<file path="config.mk">
export PLATFORM = sky130hd
export DESIGN_NAME = pss_sequencer
export DESIGN_NICKNAME = d
export VERILOG_FILES = /design/src/hw/pss_pkg.sv /design/src/hw/pss_sequencer.sv /design/src/hw/pss_gate_kill.sv
export SDC_FILE = /design/constraint.sdc
export NUM_CORES = 1
export LEC_CHECK = 0
export BUFFER_PORTS_ARGS = -buffer_cell sky130_fd_sc_hd__buf_2
export CORE_MARGIN = 2
export CORE_UTILIZATION = 35
export CTS_CLUSTER_DIAMETER = 120
export CTS_CLUSTER_SIZE = 25
export DETAILED_ROUTE_END_ITERATION = 8
export GPL_TIMING_DRIVEN = 0
export HOLD_SLACK_MARGIN = 0.1
export PLACE_DENSITY = 0.54
export SYNTH_ARGS = -nofsm -noshare
export SYNTH_HDL_FRONTEND = slang
export SYNTH_SLANG_ARGS = --single-unit
</file>
<file path="constraint.sdc">
create_clock -name CLOCK_I -period 2.5 [get_ports CLOCK_I]
set_input_delay 0.125 -clock CLOCK_I [delete_from_list [all_inputs] [get_ports CLOCK_I]]
set_output_delay 0.125 -clock CLOCK_I [all_outputs]
set_load 0.05 [all_outputs]
</file>
<file path="src/hw/pss_pkg.sv">
/*
 * Package for the start-up safety check sequencer: timing constants,
 * sequencer states and the grouped comparator and gate-drive carriers.
 * Assumes a single 20 MHz internal clock.
 */
package pss_pkg;

	// Clock rate in kHz
	localparam int unsigned CLK_KHZ = 20_000;
	// Sample point and completion point, in milliseconds
	localparam int unsigned SAMPLE_MS = 50;
	localparam int unsigned DONE_MS = 100;
	// Forced shutoff bound on system undervoltage, in microseconds
	localparam int unsigned SYS_UV_OFF_US = 500;
	// Derived cycle counts
	localparam int unsigned SAMPLE_CYC = SAMPLE_MS * CLK_KHZ;
	localparam int unsigned DONE_CYC = DONE_MS * CLK_KHZ;
	localparam int unsigned SYS_UV_OFF_CYC = (SYS_UV_OFF_US * CLK_KHZ) / 1000;
	// Counter width, covers the completion count
	localparam int unsigned CNT_W = 22;
	// Reset value of the start-up counter, which holds its value once start-up completes
	localparam logic [CNT_W-1:0] CNT_RST = 22'h00_0000;

	// Sequencer states
	typedef enum logic [1:0] {
		PSS_IDLE = 2'b00,
		PSS_RUN = 2'b01,
		PSS_DONE = 2'b10
	} pss_state_t;

	// Comparator outputs seen at the sample point
	typedef struct packed {
		logic cell_low_voltage;
		logic cell_high_voltage;
		logic discharge_overcurrent;
		logic discharge_short;
	} pss_cmp_t;

	// Post start-up checks, not sampled during start-up
	typedef struct packed {
		logic charge_short;
		logic over_temperature;
		logic thermistor_fault;
		logic over_current;
	} pss_late_t;

	// Gate-drive and hysteresis-select outputs
	typedef struct packed {
		logic charge_gate_drive;
		logic discharge_gate_drive;
		logic low_cell_recovery_margin_sel;
		logic high_cell_recovery_margin_sel;
	} pss_drive_t;

	// Protection state entered after start-up
	typedef enum logic [2:0] {
		PSS_PROT_NONE = 3'b000,
		PSS_PROT_CELL_LOW = 3'b001,
		PSS_PROT_CELL_HIGH = 3'b010,
		PSS_PROT_DSG_OC = 3'b011,
		PSS_PROT_DSG_SHORT = 3'b100
	} pss_prot_t;

endpackage

</file>
<file path="src/hw/pss_sequencer.sv">
/*
 * Start-up safety check sequencer of a multi-cell battery protector.
 * Holds both gate drives off and forces the recovery margin selects
 * until start-up completes, samples the cell and discharge comparators
 * once at the sample point, and enters a protection state on fault.
 * Assumes all inputs synchronous to CLOCK_I and comparators outside.
 */
//
// Overview of operation
// - Start-up check begins only after the digital reset is released.
// - Both gate drives held low while start-up is incomplete.
// - Low-cell recovery margin select forced high until start-up completes.
// - High-cell recovery margin select forced high until start-up completes.
// - One safety sample pulse at 50 ms, four comparators, filters bypassed.
// - Any fault seen at the sample sets the internal fault status bit.
// - A further 50 ms lets a corrupted sample recover.
// - At 100 ms start-up completes; with no fault, outputs go normal.
// - A start-up fault enters the matching protection state instead.
// - Charge-short, temperature, thermistor, overcurrent checks only after start-up.
// - The check runs after power-on reset or digital reset.
// - The check repeats on recovery from shutdown after charger detection.
// - System undervoltage turns both gates off within 500 us.
// - Gates driven low when either drive reservoir is below threshold.
// - Supply lockout high holds start-up sequencing off.
// - Charger present triggers the recovery start-up from shutdown.
module pss_sequencer #(
	parameter int unsigned SAMPLE_CYC = pss_pkg::SAMPLE_CYC,
	parameter int unsigned DONE_CYC = pss_pkg::DONE_CYC
) (
	input wire logic CLOCK_I,
	input wire logic RST_N_I,
	input wire logic SUPPLY_LOCKOUT_I,
	input wire logic CHARGER_PRESENT_I,
	input wire logic SHUTDOWN_I,
	input wire logic SYS_UNDERVOLTAGE_I,
	input wire logic CHARGE_RESERVOIR_LOW_I,
	input wire logic DISCHARGE_RESERVOIR_LOW_I,
	input wire pss_pkg::pss_cmp_t CMP_RAW_I,
	input wire pss_pkg::pss_late_t LATE_RAW_I,
	input wire pss_pkg::pss_drive_t NORMAL_DRIVE_I,
	output pss_pkg::pss_drive_t DRIVE_O,
	output logic SAFETY_SAMPLE_PULSE_O,
	output logic STARTUP_COMPLETE_O,
	output logic FAULT_STATUS_O,
	output pss_pkg::pss_prot_t PROT_STATE_O,
	output pss_pkg::pss_late_t LATE_FAULT_O
);

	typedef struct packed {
		pss_pkg::pss_state_t state;
		logic [pss_pkg::CNT_W-1:0] cnt;
		logic pulse;
		logic fault;
		pss_pkg::pss_cmp_t seen;
		pss_pkg::pss_prot_t prot;
		pss_pkg::pss_drive_t drive;
		pss_pkg::pss_late_t late;
		logic shut_seen;
	} pss_st_t;

	localparam logic [pss_pkg::CNT_W-1:0] SAMPLE_AT = pss_pkg::CNT_W'(SAMPLE_CYC);
	localparam logic [pss_pkg::CNT_W-1:0] DONE_AT = pss_pkg::CNT_W'(DONE_CYC);

	pss_st_t st;
	pss_st_t next_st;
	logic kill;
	pss_pkg::pss_prot_t sample_prot;
	logic restart;

	// Gate collapse shutoff path
	pss_gate_kill u_kill (
		.clk_i(CLOCK_I),
		.rst_n_i(RST_N_I),
		.sys_uv_i(SYS_UNDERVOLTAGE_I),
		.chg_res_low_i(CHARGE_RESERVOIR_LOW_I),
		.dsg_res_low_i(DISCHARGE_RESERVOIR_LOW_I),
		.kill_o(kill)
	);

	// Protection state matching the sampled fault, lowest cell first
	always_comb begin
		if (st.seen.cell_low_voltage) begin
			sample_prot = pss_pkg::PSS_PROT_CELL_LOW;
		end else if (st.seen.cell_high_voltage) begin
			sample_prot = pss_pkg::PSS_PROT_CELL_HIGH;
		end else if (st.seen.discharge_short) begin
			sample_prot = pss_pkg::PSS_PROT_DSG_SHORT;
		end else if (st.seen.discharge_overcurrent) begin
			sample_prot = pss_pkg::PSS_PROT_DSG_OC;
		end else begin
			sample_prot = pss_pkg::PSS_PROT_NONE;
		end
	end

	// Recovery start when a charger appears after a shutdown
	// repeat on charger recovery
	assign restart = st.shut_seen & CHARGER_PRESENT_I & ~SHUTDOWN_I;

	// Sequencer next state
	always_comb begin
		next_st = st;
		next_st.pulse = 1'b0;
		if (SHUTDOWN_I) begin
			next_st.shut_seen = 1'b1;
		end
		case (st.state)
			pss_pkg::PSS_IDLE: begin
				next_st.cnt = pss_pkg::CNT_RST;
				if (!SUPPLY_LOCKOUT_I) begin
					next_st.state = pss_pkg::PSS_RUN;
					next_st.fault = 1'b0;
					next_st.seen = '0;
					next_st.prot = pss_pkg::PSS_PROT_NONE;
				end
			end
			pss_pkg::PSS_RUN: begin
				next_st.cnt = st.cnt + 1'b1;
				if (st.cnt == SAMPLE_AT - 1'b1) begin
					next_st.pulse = 1'b1;
				end
				if (st.pulse) begin
					next_st.seen = CMP_RAW_I;
					next_st.fault = |CMP_RAW_I;
				end
				if (st.cnt == DONE_AT - 1'b1) begin
					next_st.state = pss_pkg::PSS_DONE;
					next_st.prot = sample_prot;
				end
			end
			pss_pkg::PSS_DONE: begin
				next_st.cnt = st.cnt;
				next_st.late = LATE_RAW_I;
				if (restart) begin
					next_st.state = pss_pkg::PSS_IDLE;
					next_st.shut_seen = 1'b0;
				end
			end
			default: begin
				next_st.state = pss_pkg::PSS_IDLE;
			end
		endcase
		// Late checks stay zero unless start-up is complete in the next cycle too
		if (next_st.state != pss_pkg::PSS_DONE) begin
			next_st.late = '0;
		end
		// Output drives
		if (st.state != pss_pkg::PSS_DONE || next_st.state != pss_pkg::PSS_DONE) begin
			next_st.drive.charge_gate_drive = 1'b0;
			next_st.drive.discharge_gate_drive = 1'b0;
			next_st.drive.low_cell_recovery_margin_sel = 1'b1;
			next_st.drive.high_cell_recovery_margin_sel = 1'b1;
		end else if (st.prot == pss_pkg::PSS_PROT_NONE) begin
			next_st.drive = NORMAL_DRIVE_I;
		end else begin
			// Protection state: gates off, both margin selects held high until a restart
			next_st.drive.charge_gate_drive = 1'b0;
			next_st.drive.discharge_gate_drive = 1'b0;
			next_st.drive.low_cell_recovery_margin_sel = 1'b1;
			next_st.drive.high_cell_recovery_margin_sel = 1'b1;
		end
		if (kill) begin
			next_st.drive.charge_gate_drive = 1'b0;
			next_st.drive.discharge_gate_drive = 1'b0;
		end
	end

	// State register; reset restarts the whole check
	always_ff @(posedge CLOCK_I) begin
		if (!RST_N_I) begin
			st.state <= pss_pkg::PSS_IDLE;
			st.cnt <= pss_pkg::CNT_RST;
			st.pulse <= 1'b0;
			st.fault <= 1'b0;
			st.seen <= '0;
			st.prot <= pss_pkg::PSS_PROT_NONE;
			st.drive <= 4'h3;
			st.late <= '0;
			st.shut_seen <= 1'b0;
		end else begin
			st <= next_st;
		end
	end

	assign DRIVE_O = st.drive;
	assign SAFETY_SAMPLE_PULSE_O = st.pulse;
	assign STARTUP_COMPLETE_O = (st.state == pss_pkg::PSS_DONE);
	assign FAULT_STATUS_O = st.fault;
	assign PROT_STATE_O = st.prot;
	assign LATE_FAULT_O = st.late;

	// Assertion helpers
	logic gate_any;
	assign gate_any = st.drive.charge_gate_drive | st.drive.discharge_gate_drive;
endmodule

</file>
<file path="src/hw/pss_gate_kill.sv">
/*
 * Fast forced gate shutoff: on system undervoltage or a low gate-drive
 * reservoir, asserts a kill level that forces both gates off.
 * Assumes inputs are synchronous to the internal clock.
 */
module pss_gate_kill (
	input wire logic clk_i,
	input wire logic rst_n_i,
	input wire logic sys_uv_i,
	input wire logic chg_res_low_i,
	input wire logic dsg_res_low_i,
	output logic kill_o
);

	typedef struct packed {
		logic kill;
	} pss_kill_st_t;

	pss_kill_st_t st;
	pss_kill_st_t next_st;

	// Kill follows any collapse condition within one cycle
	always_comb begin
		next_st = st;
		next_st.kill = sys_uv_i | chg_res_low_i | dsg_res_low_i;
	end

	// State register
	always_ff @(posedge clk_i) begin
		if (!rst_n_i) begin
			st <= '0;
		end else begin
			st <= next_st;
		end
	end

	assign kill_o = st.kill;

endmodule

</file>
# ---- After elaboration in Yosys (flattened, before gate mapping)
# Cells that the tools add are included.
dict set report word_totals {
  regBits 43
  out_inout_bits 14
  input_bits 20
  word_cells 64
}
dict set report op_classes {
  n_eq_ne 9
  bitwise 7
  muxes 17
  n_reduce_logical 11
  add_sub_neg 1
}
# operator count
set ops {}
lappend ops {{$pmux W22 S2} 1}
lappend ops {{$add A22 B1 Y22 const B} 1}
lappend ops {{$eq A22 B20 Y1 const B} 1}
lappend ops {{$eq A22 B21 Y1 const B} 1}
lappend ops {{$pmux W8 S2} 1}
lappend ops {{$mux W3} 4}
lappend ops {{$ne A2 B2 Y1 const B} 5}
lappend ops {{$mux W2} 4}
lappend ops {{$mux W8} 1}
lappend ops {{$reduce_or A4 Y1} 2}
lappend ops {{$pmux W2 S3} 1}
lappend ops {{$reduce_and A3 Y1} 2}
lappend ops {{$mux W5} 1}
lappend ops {{$mux W1} 4}
lappend ops {{$logic_not A3 Y1} 1}
lappend ops {{$not A1 Y1} 3}
lappend ops {{$reduce_or A3 Y1} 1}
lappend ops {{$and A1 B1 Y1} 2}
lappend ops {{$eq A2 B1 Y1 const B} 1}
lappend ops {{$eq A2 B2 Y1 const B} 1}
lappend ops {{$logic_not A2 Y1} 1}
lappend ops {{$or A1 B1 Y1} 2}
lappend ops {{$reduce_and A2 Y1} 1}
lappend ops {{$reduce_bool A2 Y1} 1}
lappend ops {{2 further kinds} 2}

# ---- Longest topological paths before layout
dict set report logic_depth {
  depth_word 7
  ltp_mapped 6
  depth_no_buf 5
}

# ---- Hierarchy
# From an unflattened synthesis, not the netlist that was laid out.
dict set report hier_totals {
  cells_unflattened 220
  hier_area_um2 1975.6
}
# module cells_each area_per_inst_um2 instances seq_area_each_um2
set modules_own_cells {}
lappend modules_own_cells {pss_sequencer 218 1946.9 1 840.8}
lappend modules_own_cells {pss_gate_kill 2 28.8 1 20.0}

# ---- Worst setup path after synthesis
# OpenSTA, ideal clock, no wires.
dict set report synth_timing {
  path_type {reg-to-reg}
  start {register st[21] (netlist name)}
  end {register st[36] (netlist name)}
  arrival_time_ns 1.716
  setup_slack_ns 0.714
  stages_incl_launch_ff 7
  period_less_slack_ns 1.786
  path_buffers 2
  setup_time_ns 0.070
  t_required_ns 2.430
  cell_sequence {dfxtp_1 > nand4_2 > buf_6 > or3_1 > buf_2 > or4_1 > a21oi_1}
}
dict set report synth_between {
  elab_chain_cells 2
}
# item line
set synth_lines {}
lappend synth_lines {{start: declaration} pss_sequencer.sv:64} ;# pss_st_t st;
lappend synth_lines {{start signal: assignment} pss_sequencer.sv:180} ;# st <= next_st;
lappend synth_lines {{$add A22 B1 Y22} pss_sequencer.sv:117} ;# next_st.cnt = st.cnt + 1'b1;
lappend synth_lines {{$pmux W22 S2} pss_sequencer.sv:106} ;# case (st.state)
# Every way passes these cells.
# A chain may end at the register's enable or synchronous reset.

# ---- Worst setup path after layout
dict set report layout_timing {
  start {register st[41] (netlist name)}
  end {register st[41] (netlist name)}
}
dict set report layout_between {
  elab_chain_cells 2
  elab_cells_between_ends 7
  classes_between {eq/ne (2); mux (4); reduce/logical (1)}
}
# item line
set layout_lines {}
lappend layout_lines {{$eq A2 B2 Y1, or another cell as far along} pss_sequencer.sv:106}
lappend layout_lines {{$pmux W2 S3 (*)} pss_sequencer.sv:106}
# Every way passes the cells marked *; elsewhere a longest branch is shown, timed or not.

==> reports/results.ini <==
[run_status]
run_status=complete, no violations

[global_routing]
grtUsageTotal=0.158
grt_pass1_vias=1753
antenna_found_initial=0
grt_max_degree=14
grt_pass1_wl_mm=7.80
overflow=0

[timing]
finalSetupViolations=0
clock_skew_ns=0.00245
layout_setup_ws_ns=0.319
relSlewSlack=0.382
fmax_mhz=458
rsz0062_at_grt=false
timing.setup.tns_ns=0
drv_slew=0
period_share=0.873
finalHoldViolCount=0
whs_ns=0.125
finalCriticalPeriod_ns=2.18
worstMarginPinSlew_ns=0.920

[hold_path]
hp-class=in2reg

[synth]
ys.flop_type=dfxtp_1
syn_inst=224
yosysTopAreaCellShare=0.427
syn-num-nets=245
ys_ff_latch=43
synthArstFlopShare=0
synth_area_leaders=dfxtp_1 (43%), buf_4 (4.5%), a21oi_1 (3.2%)
yosys_warnings=0
syn_area_per_cell_sq_um=9.00
ys_seq_area_frac=0.427
synth-edff-count=0
synth_area_sq_um=2020
synth_cell_types=41
yosys.area.top_type=dfxtp_1

[drt]
vias=1742
viasPerCell=5.01
drt-pass1-iter-count=4
drt_wl_total_mm=4.44
drc=0
first_iter_violations=52
final_antenna_net_count=0
wl_per_cell_um=12.8

[critical_path]
crit_arrival_ns=2.43
critPathLaunchType=flip-flop
end_kind=flip-flop
worstPathMaxFanout=10
required_ns=2.75
criticalPathCategory=reg2reg

[finish]
nets=296
finish.utilization=0.445
drive_gt1_frac=0.221
n_antenna_cell=0
area_growth_pct=22.3
final_area_sq_um=2470
fillers=561

[placement]
place_ws_ns=0.311
gp_congestion=0.742
post-dp-hpwl_mm=3.11
placed_cell_area_sq_um=2270
io_buffers=33

[clock_tree]
cts_hold_buf=11
clock_path_buffers=2
cts.sinks=43
clk_latency_ns=0.30
h-tree-depth=2
cts_tree=done
numCtsBuffers=5
root_buffer=clkbuf_8
cts_repair_resize_count=0
post-cts-setup-buffers=0
clk_pin_slew_worst_paths_ns=0.08

[floorplan]
io_pins=34
initial_core_util=0.364
rows=27
die_area_sq_um=6380
die_width_um=79.9
die_h_um=79.9
core_sq_um=5540

[power_and_ir_drop]
p_per_area_nw_per_um2=484
leakagePower_nw=0.901
ir_drop_mv=0.226

[run]
drv_cap=0

synth_stat cells (2+ instances only):
master / number
o31ai_1: 4
nand3_1: 5
buf_6: 2
clkbuf_1: 6
or4_1: 7
o21ai_0: 8
buf_4: 12
a22o_1: 4
mux2i_1: 3
nor3_1: 6
nand2b_1: 3
nand2_1: 17
a21boi_0: 5
nand4b_1: 5
o31a_1: 2
nor2_1: 13
a21oi_1: 13
or3_2: 2
nor2b_1: 3
nand3b_1: 5
xor2_1: 5
nand4_1: 4
o211a_1: 2
or3_1: 10
nor4b_1: 4
inv_1: 7
dfxtp_1: 43
xnor2_1: 6
nor4_1: 6
state kept, by name, indices dropped and copies added, names as in the netlist:
signal,cells
PROT_STATE_O,3
SAFETY_SAMPLE_PULSE_O,1
LATE_FAULT_O,4
u_kill.kill_o,1
FAULT_STATUS_O,1
DRIVE_O,4
st,29
final timing paths:
| kind | startpoint | to | slack [ns] | cells after the start |
|---|---|---|---|---|
| max | st[41] | st[41] | 0.32 | 5 |
| min | CMP_RAW_I[3] | st[15] | 0.13 | 3 |
| max reg2reg | st[41] | st[41] | 0.32 | 5 |
| min reg2reg | PROT_STATE_O[2] | PROT_STATE_O[2] | 0.47 | 2 |
critical path, cell delays in order, from the launching register on:
cell	delay, ns
dfxtp_1	0.31
buf_6	0.13
nand3b_1	0.24
or3_2	0.51
nor3_1	0.71
or2_2	0.23
per-layer routing:
metal / track usage / part of all wire / vias up
li1: - / - / 905
met1: 0.189 / 0.49 / 808
met2: 0.266 / 0.46 / 23
met3: 0.0441 / 0.032 / 6
met4: 0.0610 / 0.019 / 0
met5: 0 / 0 / -
cells by family after synthesis:
| kind of cell | share of synthesized area |
|---|---|
| simple gates | 0.292 |
| flops | 0.427 |
| compound gates | 0.130 |
| buf+inv | 0.0826 |
| xor+xnor | 0.0478 |
| mux | 0.0149 |
| fa+ha+maj | 0.00621 |
cell usage in the layout (no fill, tap or decap), drive strengths merged, types with 6 or more instances in the layout:
cell	instances
inv	7
clkbuf	12
dfxtp	43
buf	48
dlygate4sd3	11
nand2	17
o21ai	8
or3	12
nor4	6
nor3	6
a21oi	13
or4	7
nor2	13
xnor2	6
stage by stage:
step / total power, mW / cells
after floorplan: 0.732 / 224
after global placement: 0.757 / 329
after detailed placement: 0.757 / 329
after CTS: 1.21 / 348
after global routing: 1.24 / 348
final: 1.19 / 348
power by group:
part	switching (mW)	leakage (nW)	total (mW)	internal, mW
Sequential	0.00305	0.347	0.692	0.689
Combinational	0.0290	0.512	0.0621	0.0331
Clock	0.245	0.0412	0.440	0.195
area by class of cell:
type                            instances  area, sq um  area share
Clock buffer                            6         72.6      0.0294
Tap cell                               72         90.1      0.0365
Timing Repair Buffer                   44          275       0.112
Clock inverter                          2         12.5     0.00507
Buffer                                 21          140      0.0568
Multi-Input combinational cell        153          988       0.401
Sequential cell                        43          861       0.349
Inverter                                7         26.3      0.0107
(Power assumes the default switching activity.)
